[config.mk]
export PLATFORM = sky130hd
export DESIGN_NAME = program_loop_watchdog
export DESIGN_NICKNAME = d
export VERILOG_FILES = /design/src/design/loop_watchdog_pkg.sv /design/src/design/program_loop_watchdog.sv /design/src/design/slow_tick_sync.sv
export VERILOG_INCLUDE_DIRS = /design/src /design/src/design
export SDC_FILE = /design/constraint.sdc
export NUM_CORES = 1
export LEC_CHECK = 0
export BUFFER_PORTS_ARGS = -buffer_cell sky130_fd_sc_hd__buf_2
export CAP_MARGIN = 20
export CORE_MARGIN = 4
export CORE_UTILIZATION = 29
export DETAILED_ROUTE_END_ITERATION = 10
export PLACE_DENSITY = 0.55
export RECOVER_POWER = 25
export SLEW_MARGIN = 0
export SYNTH_ARGS = -nofsm -noshare
export SYNTH_HDL_FRONTEND = slang
export SYNTH_SLANG_ARGS = --single-unit
[constraint.sdc]
create_clock -name clk_sys -period 3 [get_ports clk_sys]
set_input_delay 0.3 -clock clk_sys [delete_from_list [all_inputs] [get_ports clk_sys]]
set_output_delay 0.3 -clock clk_sys [all_outputs]
set_load 0.005 [all_outputs]
[src/design/loop_watchdog_cfg.svh]
// register offsets, field positions, reset values and counting constants of the loop watchdog
// assumes a 16-bit cpu data address space with byte-wide registers
`ifndef LOOP_WATCHDOG_CFG_SVH
`define LOOP_WATCHDOG_CFG_SVH

`define WDG_MODE_ADDR        16'hFF48
`define WDG_RESTART_ADDR     16'hFF49
`define WDG_MODE_RESET       8'h67
`define WDG_RESTART_READ     8'h9A
`define WDG_RESTART_KEY      8'hAC
`define WDG_MODE_FIXED_TOP   3'h3
`define WDG_STOP_BIT         4
`define WDG_SOURCE_BIT       3
`define WDG_PERIOD_MSB       2
`define WDG_PERIOD_LSB       0
`define WDG_CAUSE_BIT        4
`define WDG_SLOW_BASE_EXP    11
`define WDG_SYS_BASE_EXP     13
`define WDG_CNT_WIDTH        21

`endif

[src/design/loop_watchdog_pkg.sv]
// types shared by the loop watchdog files
// assumes loop_watchdog_cfg.svh is compiled alongside
package loop_watchdog_pkg;

   typedef enum logic [1:0] {
      MODE_OPEN,
      MODE_RUN,
      MODE_STOPPED
   } mode_state_t;

   typedef enum logic {
      SRC_SLOW,
      SRC_SYS
   } clk_source_t;

endpackage : loop_watchdog_pkg

[src/design/program_loop_watchdog.sv]
// program loop watchdog: write-once mode register, restart key register, overflow counter
// assumes a byte cpu bus with a sideband flag for single-bit manipulation accesses,
// and that the raised reset request returns as rst
`timescale 1ns/1ns
`include "loop_watchdog_cfg.svh"

// Overview of operation
// - overflow without restart raises system reset request
// - watchdog reset sets cause flag bit four
// - bit4 stops; else bit3 picks slow/system clock
// - period n gives 2^(11+n) or 2^(13+n)
// - mode register resets to 67 hex
// - second mode write triggers reset, no change
// - stopped-first-write exempts later illegal accesses
// - unstoppable option forces slow clock, ignores select
// - restart key AC clears counter, resumes
// - restart write other than AC triggers reset
// - bit access to restart register triggers reset
// - restart register always reads 9A hex
// - any byte write to the mode register clears the counter
// - counting starts after reset, slow clock, longest
module program_loop_watchdog #(
   parameter int CNT_W = `WDG_CNT_WIDTH
) (
   input  wire logic        clk_sys,
   input  wire logic        rst,
   input  wire logic        por_rst,
   input  wire logic        slow_osc_clock,
   input  wire logic        osc_unstoppable,
   input  wire logic [15:0] bus_addr,
   input  wire logic [7:0]  bus_wdata,
   input  wire logic        bus_wr,
   input  wire logic        bus_rd,
   input  wire logic        bus_bit_access,
   input  wire logic        cause_clear,
   output logic [7:0]       bus_rdata,
   output logic             reset_request,
   output logic             watchdog_reset_cause_flag
);
   generate
      if (CNT_W < `WDG_CNT_WIDTH) begin : g_width_check
         $error("counter too narrow for the longest overflow period");
      end
   endgenerate

   // overflow compare value for a source and period code
   function automatic logic [CNT_W-1:0] period_last(input loop_watchdog_pkg::clk_source_t src,
                                                    input logic [2:0] n);
      logic [CNT_W-1:0] one;
      one = {{(CNT_W-1){1'b0}}, 1'b1};
      if (src == loop_watchdog_pkg::SRC_SYS)
         period_last = (one << (`WDG_SYS_BASE_EXP + n)) - one;
      else
         period_last = (one << (`WDG_SLOW_BASE_EXP + n)) - one;
   endfunction : period_last

   logic                          option_lock;
   logic [4:0]                    mode_low;
   loop_watchdog_pkg::mode_state_t mode_state;
   logic [CNT_W-1:0]              count;
   logic                          slow_tick;

   slow_tick_sync u_slow_sync (
      .clk_sys        (clk_sys),
      .rst            (rst),
      .slow_osc_clock (slow_osc_clock),
      .slow_tick      (slow_tick)
   );

   // register hit decode, shared by the write and the read path
   function automatic logic reg_hit(input logic [15:0] addr,
                                    input logic [15:0] target);
      reg_hit = (addr == target);
   endfunction : reg_hit

   // address decode
   wire hit_mode    = reg_hit(bus_addr, `WDG_MODE_ADDR);
   wire hit_restart = reg_hit(bus_addr, `WDG_RESTART_ADDR);
   wire byte_wr     = bus_wr & ~bus_bit_access;
   wire mode_wr     = hit_mode & byte_wr;
   wire restart_wr  = hit_restart & byte_wr;
   wire restart_bit = hit_restart & bus_bit_access & (bus_wr | bus_rd);
   wire key_ok      = restart_wr & (bus_wdata == `WDG_RESTART_KEY);
   wire key_bad     = restart_wr & (bus_wdata != `WDG_RESTART_KEY);
   wire exempt      = (mode_state == loop_watchdog_pkg::MODE_STOPPED);
   wire second_wr   = mode_wr & (mode_state != loop_watchdog_pkg::MODE_OPEN);
   wire illegal     = ~exempt & (second_wr | key_bad | restart_bit);

   // clock selection; the option strap overrides whatever was stored
   wire stopped = mode_low[`WDG_STOP_BIT] & ~option_lock;
   wire loop_watchdog_pkg::clk_source_t src =
      (mode_low[`WDG_SOURCE_BIT] & ~option_lock) ? loop_watchdog_pkg::SRC_SYS
                                                 : loop_watchdog_pkg::SRC_SLOW;
   wire tick      = ~stopped & ((src == loop_watchdog_pkg::SRC_SYS) | slow_tick);

   // one compare value per period code and source; the stored code only selects
   logic [CNT_W-1:0] last_slow [8];
   logic [CNT_W-1:0] last_sys  [8];
   for (genvar p = 0; p < 8; p++) begin : g_period
      assign last_slow[p] = period_last(loop_watchdog_pkg::SRC_SLOW, 3'(p));
      assign last_sys[p]  = period_last(loop_watchdog_pkg::SRC_SYS, 3'(p));
   end
   wire [2:0]       period_code = mode_low[`WDG_PERIOD_MSB:`WDG_PERIOD_LSB];
   wire [CNT_W-1:0] last        = (src == loop_watchdog_pkg::SRC_SYS) ? last_sys[period_code]
                                                                      : last_slow[period_code];
   wire overflow  = tick & (count == last);
   wire fire      = overflow | illegal;

   wire [4:0] wr_low = option_lock ? {2'b00, bus_wdata[`WDG_PERIOD_MSB:`WDG_PERIOD_LSB]}
                                   : bus_wdata[4:0];
   wire first_wr  = mode_wr & (mode_state == loop_watchdog_pkg::MODE_OPEN);
   wire first_stops = wr_low[`WDG_STOP_BIT];

   wire             count_clear     = mode_wr | key_ok;
   wire [CNT_W-1:0] count_inc       = count + {{(CNT_W-1){1'b0}}, 1'b1};
   wire [CNT_W-1:0] next_count      = count_clear ? '0 : (tick ? count_inc : count);
   wire [7:0]       mode_reset_full = `WDG_MODE_RESET;
   wire [4:0]       mode_reset_low  = mode_reset_full[4:0];

   // lifecycle: open until the first byte write, then locked running or stopped
   loop_watchdog_pkg::mode_state_t next_mode_state;
   always_comb begin
      next_mode_state = mode_state;
      case (mode_state)
         loop_watchdog_pkg::MODE_OPEN: begin
            if (first_wr)
               next_mode_state = first_stops ? loop_watchdog_pkg::MODE_STOPPED
                                             : loop_watchdog_pkg::MODE_RUN;
         end
         loop_watchdog_pkg::MODE_RUN:     next_mode_state = loop_watchdog_pkg::MODE_RUN;
         loop_watchdog_pkg::MODE_STOPPED: next_mode_state = loop_watchdog_pkg::MODE_STOPPED;
         // an unused code falls back to locked running, never reopening the register
         default:                         next_mode_state = loop_watchdog_pkg::MODE_RUN;
      endcase
   end

   // strap is sampled only while reset is held, so it cannot move under a running count
   always_ff @(posedge clk_sys) begin
      if (rst)
         option_lock <= osc_unstoppable;
   end

   always_ff @(posedge clk_sys) begin
      if (rst)
         mode_low <= mode_reset_low;
      else if (first_wr)
         mode_low <= wr_low;
   end

   always_ff @(posedge clk_sys) begin
      if (rst)
         mode_state <= loop_watchdog_pkg::MODE_OPEN;
      else
         mode_state <= next_mode_state;
   end

   always_ff @(posedge clk_sys) begin
      if (rst)
         count <= '0;
      else
         count <= next_count;
   end

   // request is held until the system reset comes back round
   always_ff @(posedge clk_sys) begin
      if (rst)
         reset_request <= 1'b0;
      else if (fire)
         reset_request <= 1'b1;
   end

   // cause flag survives the reset it causes; setting wins over a same-cycle clear
   always_ff @(posedge clk_sys) begin
      if (por_rst)
         watchdog_reset_cause_flag <= 1'b0;
      else if (fire)
         watchdog_reset_cause_flag <= 1'b1;
      else if (cause_clear)
         watchdog_reset_cause_flag <= 1'b0;
   end

   // read data; bits seven to five of the mode register are fixed
   wire [7:0] read_mux = hit_mode    ? {`WDG_MODE_FIXED_TOP, mode_low} :
                         hit_restart ? `WDG_RESTART_READ :
                                       8'h00;
   always_ff @(posedge clk_sys) begin
      if (rst)
         bus_rdata <= 8'h00;
      else if (bus_rd)
         bus_rdata <= read_mux;
   end
endmodule : program_loop_watchdog

[src/design/slow_tick_sync.sv]
// synchroniser and rising-edge detector for the low-speed oscillator clock pin
// assumes the oscillator runs far slower than clk_sys
`timescale 1ns/1ns
module slow_tick_sync (
   input  wire logic clk_sys,
   input  wire logic rst,
   input  wire logic slow_osc_clock,
   output logic      slow_tick
);
   logic sync_a;
   logic sync_b;
   logic sync_c;
   logic level;
   wire  agree      = (sync_b == sync_c);
   wire  next_level = agree ? sync_c : level;

   // level only moves when the second and third stages agree, so one glitch cannot tick
   always_ff @(posedge clk_sys) begin
      if (rst) begin
         sync_a    <= 1'b0;
         sync_b    <= 1'b0;
         sync_c    <= 1'b0;
         level     <= 1'b0;
         slow_tick <= 1'b0;
      end else begin
         sync_a    <= slow_osc_clock;
         sync_b    <= sync_a;
         sync_c    <= sync_b;
         level     <= next_level;
         slow_tick <= next_level & ~level;
      end
   end
endmodule : slow_tick_sync

==> results.md, run 1 <==
- Htree depth: 2
- Port Buffers: 42
- Worst reg2reg path depth: 6
- Clock Path Buffers: 2
- Worst VDD drop: 0.2376 mV
- Final Hold Vio Count: 0
- Syn Std Cell Area: 2126 um^2
- Worst reg2reg startpoint: option_lock
- Rows: 30
- Clk pwr share: 38.9%
- CP Launch Point: option_lock
- Logic pwr share: 4.8%
- Largest family of logic cells by synthesized area: simple AND/OR/NAND/NOR gates
- CTS resizes: 0
- Max Slew Vio Count: 0
- Die Area: 8764 um^2
- Drt via density: 4.765
- Clk_skew: 0.005028 ns
- Area leader, netlist: dfxtp_1
- Yosys warnings: 0
- Worst Setup Start Kind: flip-flop
- Nets@finish: 329
- Worst Path Arrival: 2.29 ns
- Wire length of the first global-routing pass: 8335 um
- Compound-Gate Fraction of Synth Area: 15.77%
- CTS root buf: clkbuf_8
- Most frequent cell after synthesis: dfxtp_1
- # setup viols final: 0
- Slack of the critical path: 0.9291 ns
- GP Congestion: 0.7712
- Drt pass-1 iters: 4
- Worst R2R End: reset_request
- Crit end category: flip-flop
- Seq cells post-synth: 43
- Grt ovf: 0
- GRT Total Usage: 11.79%
- FF-to-FF setup slack: 0.93 ns
- Min-Delay Path Class: in2reg
- Worst setup path class: reg2reg
- Util after Layout: 36.32%
- WL/cell: 12.49 um
- TritonCTS Buffers: 5
- Inserted Diodes: 0
- Final ANT Viol Nets: 0
- Status: finished, final reports clean
- Setup TNS: 0 ns
- Post-CTS setup buffers: 0
- Minimum clock period: 2.071 ns
- Starting Density: 30.61%
- Syn_nets: 289
- Clk pin slew, worst setup/hold paths: 0.08 ns
- Synth Area in Simple Gates: 29.19%
- Synth top area share: 39.55%
- Pre-CTS setup slack: 0.6941 ns
- Slew @ Worst Pin: 0.8920 ns
- Adder-cell share of the synthesized area: 1.059%
- Switching share of total power: 21.05%
- Crit-path max FO: 11
- Initial drt markers: 134
- Max_slew headroom: 40.53%
- Unrepaired setup endpoints after global routing: no
- Total wire length: 4895 um
- Vias: 1868
- Pleak: 0.9553 nW
- Reg power frac: 56.3%
- CTS Hold Bufs: 0
- HPWL Detailed: 3714 um
- Initial antenna violation count: 0
- Finished Cell Area: 2522 um^2
- Period utilization: 69.03%
- Die X: 93.62 um
- Top cells by area, synth: dfxtp_1, nor2_1, a21oi_1
- Total of max-cap violations: 0
- CTS tree: done
- Seq/Total Area, Yosys: 40.97%
- Highest clock rate: 0.4829 GHz
- Main flop type after synthesis: dfxtp_1
- I/O pins: 43
- Synth async-reset ratio: 0%
- Pin count of the biggest net entering global routing: 22
- Post-synthesis mux area share: 1.883%
- Layout cells sized above 1: 17.57%
- Pint: 0.0008093 W
- Worst Path Required: 3.22 ns
- Worst skew pair latency: 0.29 ns
- Post-Synthesis Cells: 255
- Clk sink count: 43
- P&R area growth vs syn: 18.66%
- Critical Path End: reset_request
- Power density over cell area: 406.4 nW/um^2
- Core box area: 6944 um^2
- Residual DRC: 0
- DIE HEIGHT: 93.62 um
- Xor/xnor share of the synthesized area: 6.592%
- Number of global-route vias before repair: 1860
- Sw Pwr: 0.0002158 W
- Placement-stage cell area: 2427 um^2
- Yosys cell types: 47
- Mean Syn Cell Area: 8.336 um^2
- Post-synth EDFFs: 1
- Pwr Total: 0.001025 W
- Synth cell count leaders: dfxtp_1, nor2_1, a21oi_1, nand2_1, nand3_1
==> worst max-delay path, stage by stage (launching register included) <==
cell and delay, ns:
edfxtp_1 0.44, nor2b_1 0.19, o2111ai_1 0.16, or4_1 0.67, a21oi_1 0.19, a41oi_1 0.18, a21oi_1 0.17
==> logic make-up (layout without fill, tap and decap cells) <==
| group | count (synthesis) | after routing |
|---|---|---|
| fa+ha+maj | 2 | 2 |
| xor+xnor | 16 | 16 |
| simple gates | 113 | 113 |
| compound gates | 53 | 53 |
| mux | 4 | 4 |
| buf+inv | 24 | 65 |
| flops | 43 | 43 |
==> flip-flops by register name (all words and copies together) (netlist names) <==
register,flops
count,21
bus_rdata,7
mode_low,5
mode_state,2
option_lock,1
reset_request,1
u_slow_sync.level,1
u_slow_sync.slow_tick,1
u_slow_sync.sync_a,1
u_slow_sync.sync_b,1
u_slow_sync.sync_c,1
watchdog_reset_cause_flag,1
==> stage by stage <==
stage	hold slack (ns)	std cells
final	0.1585	392
after global placement	0.4024	384
after floorplan	0.3691	255
after CTS	0.1498	392
after global routing	0.1432	392
after detailed placement	0.4018	384
==> cells in the final DEF (no fill, tap or decap), types with 2 or more instances in the layout <==
master / instances
nor2_1: 27
nand3_1: 13
nand2b_1: 11
xnor2_1: 6
a21oi_1: 19
nor3_1: 6
o21a_1: 2
and2_1: 3
clkbuf_8: 7
o31ai_1: 2
xor2_1: 10
dfxtp_1: 42
nand2_1: 18
clkbuf_1: 4
nor2b_1: 7
mux2i_1: 4
o211ai_1: 8
or3_1: 6
inv_1: 12
buf_2: 38
o21ai_0: 11
and3_1: 6
buf_4: 3
nand4_1: 6
==> worst min path at each step <==
stage                                            to               from  cells past startpoint  slack [ns]
after CTS                 watchdog_reset_cause_flag            por_rst                      2        0.15
after global routing      watchdog_reset_cause_flag            por_rst                      2        0.14
after global placement        u_slow_sync.slow_tick  u_slow_sync.level                      1        0.40
final                     watchdog_reset_cause_flag            por_rst                      2        0.16
after detailed placement      u_slow_sync.slow_tick  u_slow_sync.level                      1        0.40
after floorplan           watchdog_reset_cause_flag            por_rst                      1        0.37
==> layout make-up <==
cell class,count,area [um^2]
fillers,723,4422
flip-flops and latches,43,870.8
inverters,12,45.04
well taps,96,120.1
multi-input cells,188,1159
clock buffers,8,100.1
repair buffers,45,227.7
==> power groups by stage <==
stage                     Clock [W]  Combinational, W  Sequential, W
after floorplan                   0         0.0000222       0.000590
after global placement            0         0.0000498       0.000591
after detailed placement          0         0.0000497       0.000591
after CTS                  0.000411         0.0000499       0.000577
after global routing       0.000437         0.0000548       0.000578
final                      0.000399         0.0000492       0.000577
==> metal layers <==
| layer | global-route usage (%) | share of wire, % |
|---|---|---|
| met5 | 0 | 0 |
| met4 | 3.610 | 0.98 |
| met3 | 2.977 | 2.5 |
| met2 | 19.71 | 48 |
| met1 | 14.88 | 48 |
(Power assumes the default switching activity.)
==> run 2, diff against run 1 <==
Clock period 3 ns to 2 ns, I/O delays scaled along.
==> results.md, run 2 (synthesis gave the netlist of run 1 again) <==
- Unrepaired setup endpoints after global routing: no
- Worst Path Required: 2.22 ns
- Status: finished, final reports clean
- Pleak: 1.015 nW
- Initial drt markers: 86
- Worst reg2reg path depth: 6
- Final ANT Viol Nets: 0
- Sw Pwr: 0.0003240 W
- Max Slew Vio Count: 0
- Crit end category: flip-flop
- Placed Instances: 394
- Commonest non-fill, non-tap cell in the layout: dfxtp_1
- Die X: 93.62 um
- Final Hold Vio Count: 0
- Biggest regs: count x21, bus_rdata x7, mode_low x5
- Power density over cell area: 555.1 nW/um^2
- Met2 Usage GRT: 20.19%
- Worst skew pair latency: 0.29 ns
- Htree depth: 2
- GRT Total Usage: 11.91%
- Hold Crit Endpoint: watchdog_reset_cause_flag
- Clk sink count: 43
- Worst VDD drop: 0.4447 mV
- Layout fillers: 730
- Highest clock rate: 0.5245 GHz
- Clk pin slew, worst setup/hold paths: 0.08 ns
- Inserted Diodes: 0
- Placement-stage cell area: 2515 um^2
- Worst reg2reg startpoint: option_lock
- I/O pins: 43
- Wire length of the first global-routing pass: 8418 um
- Reg power frac: 58.8%
- CP Launch Point: option_lock
- Finished Cell Area: 2653 um^2
- Hold path cells: 2
- Pint: 0.001149 W
- Switching share of total power: 22.00%
- Period utilization: 95.34%
- Largest register by flop count: count
- Clock Path Buffers: 2
- # setup viols final: 0
- Top Usage Layer GRT: met2
- Total of max-cap violations: 0
- FF-to-FF setup slack: 0.09 ns
- Vias: 1963
- TritonCTS Buffers: 5
- Pin count of the biggest net entering global routing: 22
- Residual DRC: 0
- Post-CTS setup buffers: 0
- Crit-path max FO: 6
- Max_slew headroom: 41.00%
- DIE HEIGHT: 93.62 um
- Max reg flops: 21
- Port Buffers: 42
- Worst Setup Start Kind: flip-flop
- Hold_sp: por_rst
- Core box area: 6944 um^2
- Number of global-route vias before repair: 1878
- Met3 Use GR: 2.816%
- Worst R2R End: reset_request
- Rows: 30
- P&R area growth vs syn: 24.78%
- Grt ovf: 0
- Final cell count without fillers: 403
- CTS tree: done
- Worst Path Arrival: 2.13 ns
- GP Congestion: 0.8115
- Die Area: 8764 um^2
- Starting Density: 30.61%
- Slew @ Worst Pin: 0.8849 ns
- Min-Delay Path Class: in2reg
- Fin Hold WS: 0.05289 ns
- Clk_skew: 0.007738 ns
- Layout cells sized above 1: 22.48%
- Minimum clock period: 1.907 ns
- Logic pwr share: 5.4%
- HPWL Detailed: 3606 um
- Worst setup path class: reg2reg
- Clk pwr share: 35.8%
- Total wire length: 4884 um
- Commonest cells after routing, fill and taps aside: dfxtp_1, buf_2, nor2_1, a21oi_1, nand2_1
- Drt pass-1 iters: 4
- Initial antenna violation count: 0
- CTS root buf: clkbuf_8
- GR Util met1: 14.54%
- WL/cell: 12.12 um
- Nets@finish: 340
- Drt via density: 4.871
-- run 2: repair_timing --
item,in CTS,in global routing
gates resized for setup,1,8
hold buffers,0,0
endpoints found under the setup margin,7,6
pin swaps,0,4
gates cloned,0,1
-- run 2: metrics by stage --
stage          util (%)  setup TNS (ns)  setup slack, ns  total power, W
2_1_floorplan         -               0          0.08675       0.0009185
3_3_place_gp      36.22        -0.08438         -0.04840       0.0009653
3_5_place_dp      36.22         -0.2199         -0.09170       0.0009664
4_1_cts           37.44               0          0.01124        0.001499
5_1_grt           38.20               0         0.005709        0.001549
6_report          38.20               0          0.09328        0.001472
-- run 2: per-layer routing --
metal,routed length [um],up-vias
li1,-,997
met4,73,0
met5,0,-
met1,2265,936
met2,2436,24
met3,109,6
-- run 2: worst max path at each step --
stage	to	slack, ns
after floorplan	mode_low[4]	0.09
after global placement	reset_request	-0.05
after detailed placement	reset_request	-0.09
after CTS	reset_request	0.01
after global routing	reset_request	0.006
final	reset_request	0.09
-- run 2: cell type report --
cell class | instances | area, um^2 | share of cell area (%)
multi-input combinational | 189 | 1219 | 45.94
sequential | 43 | 870.8 | 32.83
timing repair buffer | 55 | 316.6 | 11.93
tap | 96 | 120.1 | 4.528
clock buffer | 7 | 76.32 | 2.877
inverter | 12 | 45.04 | 1.698
clock inverter | 1 | 5.005 | 0.1887
-- run 2: power by group through the flow --
stage | clock network (W) | registers (W) | logic (W)
2_1_floorplan | 0 | 0.000885 | 0.0000332
3_3_place_gp | 0 | 0.000885 | 0.0000800
3_5_place_dp | 0 | 0.000885 | 0.0000809
4_1_cts | 0.000553 | 0.000865 | 0.0000811
5_1_grt | 0.000593 | 0.000866 | 0.0000896
6_report | 0.000527 | 0.000865 | 0.0000798
-- run 2: critical path, cell delays in order (launching register included) --
cell,delay (ns)
edfxtp_1,0.42
nor2b_2,0.20
o2111ai_4,0.15
or4_4,0.59
a21oi_2,0.15
a41oi_2,0.17
a21oi_1,0.16
